File: src/verilog/rvq_pkg.sv
// Constants, register map and types of the ring validation qualifier
package rvq_pkg;

  // Clock and time base
  localparam int CLK_PERIOD_NS = 5;
  localparam int TICK_MS = 2;
  localparam int TICK_CYCLES_DEF = TICK_MS * 1000000 / CLK_PERIOD_NS;

  // Register indices; byte address is four times the index
  localparam logic [7:0] IDX_CTRL_A = 8'h16;
  localparam logic [7:0] IDX_CTRL_B = 8'h17;
  localparam logic [7:0] IDX_CTRL_C = 8'h18;
  localparam logic [7:0] IDX_IRQ_STATUS = 8'h19;
  localparam logic [7:0] IDX_IRQ_MASK = 8'h1a;
  localparam logic [7:0] IDX_STATE = 8'h1b;
  localparam int ADDR_LSB = 2;

  // Reset values
  localparam logic [7:0] CTRL_A_RST = 8'h00;
  localparam logic [7:0] CTRL_B_RST = 8'h00;
  localparam logic [7:0] CTRL_C_RST = 8'h19;
  localparam logic [2:0] IRQ_RST = 3'h0;

  // Field positions
  localparam int A_DLY_HI = 7;
  localparam int A_DLY_LO = 6;
  localparam int A_MAX_HI = 5;
  localparam int B_DLY2 = 7;
  localparam int B_TO_HI = 6;
  localparam int B_TO_LO = 3;
  localparam int B_CONF_HI = 2;
  localparam int C_ENABLE = 7;
  localparam int C_RECT = 6;
  localparam int C_START_HI = 5;

  // Interrupt status bits
  localparam int IRQ_VALID = 0;
  localparam int IRQ_TOO_FAST = 1;
  localparam int IRQ_OVER = 2;

  // Times in milliseconds
  localparam int DELAY_STEP_MS = 256;
  localparam int TIMEOUT_STEP_MS = 128;
  localparam int ONE_SHOT_MS = 5000;
  localparam int CONF_MS_0 = 100;
  localparam int CONF_MS_1 = 150;
  localparam int CONF_MS_2 = 200;
  localparam int CONF_MS_3 = 256;
  localparam int CONF_MS_4 = 384;
  localparam int CONF_MS_5 = 512;
  localparam int CONF_MS_6 = 640;
  localparam int CONF_MS_7 = 1024;

  // Tick counts derived from the times
  localparam int DELAY_STEP_TICKS = DELAY_STEP_MS / TICK_MS;
  localparam int TIMEOUT_STEP_TICKS = TIMEOUT_STEP_MS / TICK_MS;
  localparam logic [11:0] ONE_SHOT_TICKS = 12'(ONE_SHOT_MS / TICK_MS);

  typedef enum logic [3:0] {
    ST_IDLE    = 4'b0001,
    ST_CONFIRM = 4'b0010,
    ST_DELAY   = 4'b0100,
    ST_VALID   = 4'b1000
  } rvq_state_e;

  typedef struct packed {
    logic enable;
    logic rectMode;
    logic [2:0] delayCode;
    logic [5:0] maxCount;
    logic [5:0] startVal;
    logic [3:0] timeoutCode;
    logic [2:0] confirmCode;
  } rvq_cfg_s;

endpackage : rvq_pkg

File: src/verilog/rvq_qualifier.sv
// Ring validation qualifier with AHB-Lite register slave
//
// The AHB-Lite slave port is this design's own decision.
`timescale 1ns/100ps
module rvq_qualifier
  import rvq_pkg::*;
#(
  parameter int TICK_CYCLES = TICK_CYCLES_DEF
) (
  input wire logic clk,
  input wire logic rst,
  input wire logic hsel,
  input wire logic [31:0] haddr,
  input wire logic [1:0] htrans,
  input wire logic hwrite,
  input wire logic [2:0] hsize,
  input wire logic [31:0] hwdata,
  input wire logic hready,
  output logic hreadyout,
  output logic hresp,
  output logic [31:0] hrdata,
  input wire logic ringCrossing,
  output logic ringDetectOut,
  output logic irq
);

  ////////////////////////////////////////////////////////////////////////////
  // Decoding helpers

  function automatic logic [9:0] confirmTicks(input logic [2:0] code);
    int ms;
    case (code)
      3'h0: ms = CONF_MS_0;
      3'h1: ms = CONF_MS_1;
      3'h2: ms = CONF_MS_2;
      3'h3: ms = CONF_MS_3;
      3'h4: ms = CONF_MS_4;
      3'h5: ms = CONF_MS_5;
      3'h6: ms = CONF_MS_6;
      default: ms = CONF_MS_7;
    endcase
    return 10'(ms / TICK_MS);
  endfunction : confirmTicks

  function automatic logic [9:0] stepTicks(input logic [3:0] code,
                                           input int step);
    return 10'(int'(code) * step);
  endfunction : stepTicks

  ////////////////////////////////////////////////////////////////////////////
  // Bus slave

  logic [7:0] ctrlA_reg;
  logic [7:0] ctrlB_reg;
  logic [7:0] ctrlC_reg;
  logic [2:0] irqStatus_reg;
  logic [2:0] irqMask_reg;
  logic dpWrite_reg;
  logic rdWait_reg;
  logic [7:0] dpIndex_reg;
  logic [31:0] hrdata_reg;
  rvq_state_e state_reg;
  rvq_state_e state_next;
  logic [5:0] timer_reg;

  wire logic accept = hsel & htrans[1] & hready;
  wire logic [7:0] addrIndex = haddr[ADDR_LSB +: 8];
  wire logic wrA = dpWrite_reg & (dpIndex_reg == IDX_CTRL_A);
  wire logic wrB = dpWrite_reg & (dpIndex_reg == IDX_CTRL_B);
  wire logic wrC = dpWrite_reg & (dpIndex_reg == IDX_CTRL_C);
  wire logic wrStat = dpWrite_reg & (dpIndex_reg == IDX_IRQ_STATUS);
  wire logic wrMask = dpWrite_reg & (dpIndex_reg == IDX_IRQ_MASK);

  // Unmapped indices read zero and ignore writes
  logic [31:0] readMux;
  always_comb begin
    case (dpIndex_reg)
      IDX_CTRL_A: readMux = {24'h0, ctrlA_reg};
      IDX_CTRL_B: readMux = {24'h0, ctrlB_reg};
      IDX_CTRL_C: readMux = {24'h0, ctrlC_reg};
      IDX_IRQ_STATUS: readMux = {29'h0, irqStatus_reg};
      IDX_IRQ_MASK: readMux = {29'h0, irqMask_reg};
      IDX_STATE: readMux = {22'h0, state_reg, timer_reg};
      default: readMux = 32'h0;
    endcase
  end

  // Reads take one wait state so hrdata comes straight from a flop
  always_ff @(posedge clk) begin
    if (rst) begin
      dpWrite_reg <= 1'b0;
      rdWait_reg <= 1'b0;
      dpIndex_reg <= 8'h0;
      hrdata_reg <= 32'h0;
    end else begin
      dpWrite_reg <= accept & hwrite;
      rdWait_reg <= accept & ~hwrite;
      if (accept) begin
        dpIndex_reg <= addrIndex;
      end
      if (rdWait_reg) begin
        hrdata_reg <= readMux;
      end
    end
  end

  always_ff @(posedge clk) begin
    if (rst) begin
      ctrlA_reg <= CTRL_A_RST;
      ctrlB_reg <= CTRL_B_RST;
      ctrlC_reg <= CTRL_C_RST;
      irqMask_reg <= IRQ_RST;
    end else begin
      if (wrA) ctrlA_reg <= hwdata[7:0];
      if (wrB) ctrlB_reg <= hwdata[7:0];
      if (wrC) ctrlC_reg <= hwdata[7:0];
      if (wrMask) irqMask_reg <= hwdata[2:0];
    end
  end

  assign hreadyout = ~rdWait_reg;
  assign hresp = 1'b0;
  assign hrdata = hrdata_reg;

  ////////////////////////////////////////////////////////////////////////////
  // Configuration fields

  rvq_cfg_s cfg;
  assign cfg.enable = ctrlC_reg[C_ENABLE];
  assign cfg.rectMode = ctrlC_reg[C_RECT];
  assign cfg.startVal = ctrlC_reg[C_START_HI:0];
  assign cfg.delayCode = {ctrlB_reg[B_DLY2],
                          ctrlA_reg[A_DLY_HI:A_DLY_LO]};
  assign cfg.maxCount = ctrlA_reg[A_MAX_HI:0];
  assign cfg.timeoutCode = ctrlB_reg[B_TO_HI:B_TO_LO];
  assign cfg.confirmCode = ctrlB_reg[B_CONF_HI:0];

  wire logic [9:0] delayTicks =
    stepTicks({1'b0, cfg.delayCode}, DELAY_STEP_TICKS);
  wire logic [9:0] timeoutTicks =
    stepTicks(cfg.timeoutCode, TIMEOUT_STEP_TICKS);
  wire logic [9:0] confTicks = confirmTicks(cfg.confirmCode);

  ////////////////////////////////////////////////////////////////////////////
  // Crossing input and tick

  logic crossSync1_reg;
  logic crossSync2_reg;
  logic crossPrev_reg;
  logic tick;

  always_ff @(posedge clk) begin
    if (rst) begin
      crossSync1_reg <= 1'b0;
      crossSync2_reg <= 1'b0;
      crossPrev_reg <= 1'b0;
    end else begin
      crossSync1_reg <= ringCrossing;
      crossSync2_reg <= crossSync1_reg;
      crossPrev_reg <= crossSync2_reg;
    end
  end

  // One event per threshold crossing, two per ring period
  wire logic evt = crossSync2_reg & ~crossPrev_reg;

  rvq_tick_gen #(
    .TICK_CYCLES(TICK_CYCLES)
  ) u_tick (
    .clk(clk),
    .rst(rst),
    .tick(tick)
  );

  ////////////////////////////////////////////////////////////////////////////
  // Interval timer and qualification

  logic [9:0] phase_reg;
  logic [9:0] quiet_reg;
  logic [11:0] shot_reg;

  // Timer still above max count means spacing below start minus max
  wire logic tooFast = evt & (state_reg != ST_IDLE)
                     & (timer_reg > cfg.maxCount);
  wire logic ringOver = (state_reg != ST_IDLE) & ~evt
                      & (quiet_reg >= timeoutTicks);
  wire logic confDone = (phase_reg >= confTicks);
  wire logic delayDone = (phase_reg >= delayTicks);

  always_ff @(posedge clk) begin
    if (rst) begin
      timer_reg <= 6'h0;
    end else if (cfg.enable & evt) begin
      timer_reg <= cfg.startVal;
    end else if (tick && timer_reg != 6'h0) begin
      timer_reg <= timer_reg - 6'h1;
    end
  end

  always_comb begin
    state_next = state_reg;
    case (state_reg)
      ST_IDLE: begin
        if (evt) state_next = ST_CONFIRM;
      end
      ST_CONFIRM: begin
        if (tooFast | ringOver) state_next = ST_IDLE;
        else if (confDone) state_next = ST_DELAY;
      end
      ST_DELAY: begin
        if (tooFast | ringOver) state_next = ST_IDLE;
        else if (delayDone) state_next = ST_VALID;
      end
      ST_VALID: begin
        if (tooFast | ringOver) state_next = ST_IDLE;
      end
      default: state_next = ST_IDLE;
    endcase
    if (!cfg.enable) state_next = ST_IDLE;
  end

  // Phase counts confirm time, then delay time, in ticks
  always_ff @(posedge clk) begin
    if (rst) begin
      state_reg <= ST_IDLE;
      phase_reg <= 10'h0;
      quiet_reg <= 10'h0;
    end else begin
      state_reg <= state_next;
      if (state_next != state_reg) begin
        phase_reg <= 10'h0;
      end else if (tick) begin
        phase_reg <= phase_reg + 10'h1;
      end
      if (evt || state_reg == ST_IDLE) begin
        quiet_reg <= 10'h0;
      end else if (tick) begin
        quiet_reg <= quiet_reg + 10'h1;
      end
    end
  end

  ////////////////////////////////////////////////////////////////////////////
  // One-shot and detect output

  always_ff @(posedge clk) begin
    if (rst) begin
      shot_reg <= 12'h0;
    end else if (cfg.enable & evt) begin
      shot_reg <= ONE_SHOT_TICKS;
    end else if (tick && shot_reg != 12'h0) begin
      shot_reg <= shot_reg - 12'h1;
    end
  end

  // Disabled: the output simply follows the synchronised detector level
  logic detect_next;
  assign detect_next = !cfg.enable ? crossSync2_reg
                     : cfg.rectMode ? (shot_reg != 12'h0)
                     : (state_reg == ST_VALID);

  always_ff @(posedge clk) begin
    if (rst) begin
      ringDetectOut <= 1'b0;
    end else begin
      ringDetectOut <= detect_next;
    end
  end

  ////////////////////////////////////////////////////////////////////////////
  // Interrupts; a new event wins over a same-cycle clear

  logic [2:0] irqEvents;
  assign irqEvents[IRQ_VALID] = (state_reg == ST_DELAY)
                              & (state_next == ST_VALID);
  assign irqEvents[IRQ_TOO_FAST] = tooFast & cfg.enable;
  assign irqEvents[IRQ_OVER] = ringOver & (state_reg == ST_VALID);

  always_ff @(posedge clk) begin
    if (rst) begin
      irqStatus_reg <= IRQ_RST;
    end else begin
      irqStatus_reg <= (irqStatus_reg & ~({3{wrStat}} & hwdata[2:0]))
                     | irqEvents;
    end
  end

  assign irq = |(irqStatus_reg & irqMask_reg);
endmodule : rvq_qualifier

File: src/verilog/rvq_tick_gen.sv
// Divider that makes the one-cycle 2 ms tick enable
`timescale 1ns/100ps
module rvq_tick_gen #(
  parameter int TICK_CYCLES = 400000
) (
  input wire logic clk,
  input wire logic rst,
  output logic tick
);
  logic [31:0] count_reg;
  wire logic wrap = (count_reg == 32'(TICK_CYCLES - 1));

  always_ff @(posedge clk) begin
    if (rst) begin
      count_reg <= 32'h0;
    end else begin
      count_reg <= wrap ? 32'h0 : count_reg + 32'h1;
    end
  end

  assign tick = wrap;
endmodule : rvq_tick_gen
File: config.mk
export PLATFORM = sky130hd
export DESIGN_NAME = rvq_qualifier
export DESIGN_NICKNAME = d
export VERILOG_FILES = /design/src/verilog/rvq_pkg.sv /design/src/verilog/rvq_qualifier.sv /design/src/verilog/rvq_tick_gen.sv
export SDC_FILE = /design/constraint.sdc
export NUM_CORES = 1
export LEC_CHECK = 0
export ABC_AREA = 1
export BUFFER_PORTS_ARGS = -buffer_cell sky130_fd_sc_hd__buf_2
export CAP_MARGIN = 40
export CORE_ASPECT_RATIO = 0.5
export CORE_UTILIZATION = 40
export CTS_BUF_LIST = sky130_fd_sc_hd__clkbuf_8 sky130_fd_sc_hd__clkbuf_16
export CTS_CLUSTER_SIZE = 10
export DETAILED_ROUTE_END_ITERATION = 12
export PLACE_DENSITY = 0.59
export SYNTH_ARGS = -nofsm -noshare
export SYNTH_HDL_FRONTEND = slang
export SYNTH_SLANG_ARGS = --single-unit
File: constraint.sdc
create_clock -name clk -period 2.9 [get_ports clk]
set_input_delay 0.29 -clock clk [delete_from_list [all_inputs] [get_ports clk]]
set_output_delay 0.29 -clock clk [all_outputs]
set_load 0.005 [all_outputs]
Yosys cells after proc, flatten, opt, wreduce, memory -nomap -nowiden --
Cells that the tools add are included.
Word-level totals: logic and storage cells 108, output and inout port bits 36, bits in registers 150
Cells by class: $add $sub $neg 6, reduce and logical (&&, ||, !) cells 13, mux-type cells 16, magnitude comparators 4, equality and inequality tests 20, bitwise logic cells 29
Operators with widths (number):
- $pmux 11 s7 | 1
- $pmux 10 s6 | 1
- $eq 8x5->1 const B | 6
- $add 32x1->32 const B | 1
- $eq 32x19->1 const B | 1
- $ge 10x10->1 | 3
- $mux 4 | 7
- $mux 12 | 2
- $add 10x1->10 const B | 2
- $and 1x1->1 | 18
- $pmux 4 s4 | 1
- $mux 6 | 2
- $reduce_bool 12->1 | 1
- $sub 12x1->12 const B | 1
- $add 10x1->10 | 1
- $and 3x3->3 | 3
- $eq 3x3->1 const B | 3
- $eq 4x4->1 const B | 2
- $reduce_or 2->1 | 4
- $eq 3x2->1 const B | 2
- $gt 6x6->1 | 1
- $reduce_bool 6->1 | 1
- $sub 6x1->6 const B | 1
- $eq 4x1->1 const B | 1
- 16 further kinds | 22

Longest topological paths before layout --
depth after elaboration 12, gate-level depth with buffers 19

Hierarchy --
Synthesis repeated with hierarchy kept, for this count alone.
Second synthesis, totals: cells, all modules 1079, area, all modules 7209.4 um2
Modules (own cells, without submodules):
- rvq_qualifier | cells an instance 743, times used 1, area each 5206.2 um2
- rvq_tick_gen | cells an instance 336, times used 1, area each 2003.2 um2

Worst setup path before layout --
OpenSTA, ideal clock, no wires.
path type register to register, start register ctrlB_reg[2], end register phase_reg[0], setup slack 0.882 ns, setup time 0.067 ns, required time 2.833 ns, stages on the path, launching flop included 20, buffers on the path 0, data arrival time 1.951 ns, path through dfxtp_1 -> clkinv_1 -> nand2_1 -> nor2_1 -> inv_1 -> nand2_1 -> a21oi_1 -> ha_1 -> nand2_1 -> nor2_1 -> nand3_1 -> nand4_1 -> nand2_1 -> nand2_1 -> nand2_1 -> nand2_1 -> nand2_1 -> nor2_1 -> nand3_2 -> nor2_1
Between the ends: cells in the longest elaborated chain, start to end 10, elaborated cells on any way between the ends 16, classes of those cells 1 x add/sub; 1 x order compare; 7 x eq/ne; 5 x mux; 2 x reduce/logical
Ends and longest elaborated chain:
- start, declared | line rvq_qualifier.sv:54 | logic [7:0] ctrlB_reg;
- start signal, assigned | line rvq_qualifier.sv:115 | if (wrB) ctrlB_reg <= hwdata[7:0];
- $eq 3x3->1 (tied with other cells) | line rvq_qualifier.sv:32 | case (code)
- $pmux 11 s7 * | line rvq_qualifier.sv:32
- $add 10x1->10 (no line) *
- $ge 10x10->1 * | line rvq_qualifier.sv:187 | wire logic confDone = (phase_reg >= confTicks);
- $mux 4 * | line rvq_qualifier.sv:208 | else if (confDone) state_next = ST_DELAY;
- $mux 4 * | line rvq_qualifier.sv:207 | if (tooFast | ringOver) state_next = ST_IDLE;
- $pmux 4 s4 * | line rvq_qualifier.sv:202 | case (state_reg)
- $mux 4 * | line rvq_qualifier.sv:219 | if (!cfg.enable) state_next = ST_IDLE;
- $ne 4x4->1 * | line rvq_qualifier.sv:230 | if (state_next != state_reg) begin
- $reduce_or 2->1 (no line) *
- end signal, assigned | line rvq_qualifier.sv:233 | phase_reg <= phase_reg + 10'h1;
- end, declared | line rvq_qualifier.sv:178 | logic [9:0] phase_reg;
Every way passes the cells marked *; elsewhere a longest branch is shown, timed or not. A chain may end at the register's enable or synchronous reset.

Worst setup path in the final report --
start register shot_reg[0], end register shot_reg[7]
Between the ends: cells in the longest elaborated chain, start to end 3, elaborated cells on any way between the ends 6, classes of those cells 1 x add/sub; 2 x mux; 3 x reduce/logical
Ends and longest elaborated chain:
- start, declared | line rvq_qualifier.sv:180 | logic [11:0] shot_reg;
- start signal, assigned | line rvq_qualifier.sv:252 | shot_reg <= shot_reg - 12'h1;
- $sub 12x1->12 or $reduce_bool 12->1 (tied branches) | line rvq_qualifier.sv:252, rvq_qualifier.sv:251
- $mux 12 or $logic_and 1x1->1 (tied branches) | line rvq_qualifier.sv:251 | end else if (tick && shot_reg != 12'h0) begin
- $mux 12 or $reduce_bool 2->1 (tied branches)
Several ways; a longest one is shown, not always the timed one. The select of a mux whose other input is x is not followed.

==> impl_metrics.tcl <==
set metrics [dict create \
    slew_headroom_pct 56.77 \
    drc 0 \
    synth.distinct_cells 41 \
    firstDrtPassIters 5 \
    ios 111 \
    die_h_um 96.36 \
    ant_nets 0 \
    hold_path_class "input port to flop" \
    worst-slew-pin-transition_ps 646.7 \
    gr-total-overflow 0 \
    drive_above_1_share_pct 8.799 \
    crit_arrival_ps 2810 \
    finalHoldViolCount 0 \
    root_buffer "clkbuf_16" \
    crit_path_end_kind "flop" \
    gr-usage-all-layers_pct 19.79 \
    cts_hold_buf 0 \
    status "finished clean" \
    wl_per_cell_um 13.13 \
    via_count 6595 \
    preCtsSetupSlack_ps 375.3 \
    final_cell_mix "nand2_1 (211), inv_1 (148), dfxtp_1 (128), nor2_1 (121), a21oi_1 (95)" \
    max_freq_ghz 0.4012 \
    slew_viol_final 0 \
    min_from "hwrite" \
    cap_violations 0 \
    antenna_found_initial 0 \
    required_ps 3220 \
    clock_sinks 128 \
    grt_setup_unrepaired "no" \
    netlist_area_um2 7123 \
    postSynthCellCount 1038 \
    clk_pin_slew_ps 60 \
    ys_warn_count 0 \
    post-route-period-util_pct 85.94 \
    r2r-start "shot_reg[0]" \
    cts_tree "done" \
    final_common_cell "nand2_1" \
    synth_edf_count 0 \
    syn_to_final_growth_pct 14.35 \
    clock_skew_ps 8.447 \
    fin_cells 1325 \
    critPathKind "flop to flop" \
    synth_top_area_share_pct 35.97 \
    dp_hpwl_um 12660 \
    die_w_um 190.7 \
    viasPerCell 4.977 \
    synth_ff_type "dfxtp_1" \
    finalSetupTns_ps 0 \
    insertion_delay_ps 420 \
    n_antenna_cell 0 \
    p_leak_nw 3.283 \
    layout_min_cycle_time_ps 2492 \
    synth.area.top_cells "dfxtp_1 (36%), nand2_1 (11%), inv_1 (7.8%)" \
    synth-seq-cells 128 \
    switching_share_pct 20.96 \
    irDropWorstVdd_mv 0.4651 \
    crit_start "shot_reg[0]" \
    seqPwrFrac_pct 40.9 \
    drt_wl_total_um 17400 \
    final_core_util_pct 46.81 \
    grt_pass1_wl_um 28350 \
    yosysTopAreaCell "dfxtp_1" \
    setup_violations 0 \
    die-area_um2 18380 \
    layout_setup_ws_ps 407.7 \
    powerDensity_nw_per_um2 534.6 \
    avgSynthCellArea_um2 6.862 \
    power_frac_clock_pct 56.6 \
    numCtsBuffers 17 \
    coreArea_um2 17400 \
    internal_power_mw 3.442 \
    comb_power_share_pct 2.5 \
    synth-async-reset-ratio_pct 0 \
    grt_max_degree 30 \
    routabilityCongestion 0.9260 \
    largest_register_ffs 32 \
    cts_buffer_depth 2 \
    cp-start-kind "flop" \
    cp_max_fo 14 \
    synth_seq_area_share_pct 35.97 \
    start_util_pct 40.94 \
    grt_pass1_vias 5806 \
    placementRows 34 \
    power.switching_mw 0.9125 \
    htreeDepth 4 \
    numPortBuffers 35 \
    placedCellCount 1294 \
    drt_iter0_drc 379 \
    nNetsFinal 1185 \
]
[synthesized netlist by cell type, drive strengths merged (18+ instances only)]
library cell,number
o21ai,66
nor3,32
nor2,128
nand3,40
inv,152
nand2,213
dfxtp,128
buf,32
xor2,25
ha,31
o22ai,18
a21oi,95
nand4,26
[per-layer routing]
metal | vias up | global-route usage, % | routed length, um | part of all wire [%]
met4 | 0 | 6.400 | 282 | 1.6
met3 | 21 | 4.047 | 802 | 4.6
met2 | 162 | 32.97 | 7772 | 45
li1 | 3405 | - | - | -
met5 | - | 0 | 0 | 0
met1 | 3007 | 25.76 | 8539 | 49
[power groups by stage]
| stage | Sequential, mW | Clock (mW) | Combinational (mW) |
|---|---|---|---|
| after floorplan | 1.82 | 0 | 0.0873 |
| after global placement | 1.82 | 0 | 0.107 |
| after detailed placement | 1.82 | 0 | 0.108 |
| after CTS | 1.78 | 2.52 | 0.109 |
| after global routing | 1.78 | 2.60 | 0.126 |
| final | 1.78 | 2.47 | 0.109 |
[path summary, 6_finish.rpt]
kind	end	slack (ps)	depth (start not counted)
max	shot_reg[7]	410	13
min	rdWait_reg	50	2
max reg2reg	shot_reg[7]	410	13
min reg2reg	crossSync2_reg	400	2
[timing repair]
item / in CTS / in global routing
endpoints found under the hold margin: 0 / 0
setup endpoints to repair: 0 / 2
buffers inserted: 0 / 0
gates resized for setup: 0 / 1
[final cells by class]
cell class	count	area, um^2
Inverter	155	581.8
Fill cell	1784	9254
Clock buffer	18	439.2
Clock inverter	13	235.2
Sequential cell	128	2562
Timing Repair Buffer	41	232.7
Tap cell	234	292.8
Multi-Input combinational cell	736	3801
[worst max-delay path: stages (launching register included)]
cell and delay [ps]:
dfxtp_1 330, inv_1 100, ha_1 220, nand2_1 70
nor2_1 150, nand2_1 110, nor3_1 280, nand3_1 270
nand3_2 300, inv_1 190, a21oi_1 190, nand2_1 80
nand2_1 60, inv_1 40
[kinds of logic (layout without fill, tap and decap cells)]
| group | count (synthesis) | count (layout) | share of synthesized area, % |
|---|---|---|---|
| XOR/XNOR | 36 | 36 | 4.426 |
| flip-flops | 128 | 128 | 35.97 |
| buffers and inverters | 196 | 227 | 11.93 |
| other | 1 | 23 | 0.05265 |
| AND/OR/NAND/NOR | 458 | 458 | 28.33 |
| adder cells (fa/ha/maj) | 31 | 31 | 5.445 |
| AO/OA/AOI/OAI | 188 | 188 | 13.84 |
[stage by stage]
stage	hold slack (ps)	total power [mW]	instance area (um^2)
after floorplan	369.3	1.904	7206
after global placement	393.6	1.925	7463
after detailed placement	397.1	1.926	7463
after CTS	32.47	4.406	8138
after global routing	35.62	4.506	8145
final	47.32	4.354	8145
Power figures use the tool's default switching activity.
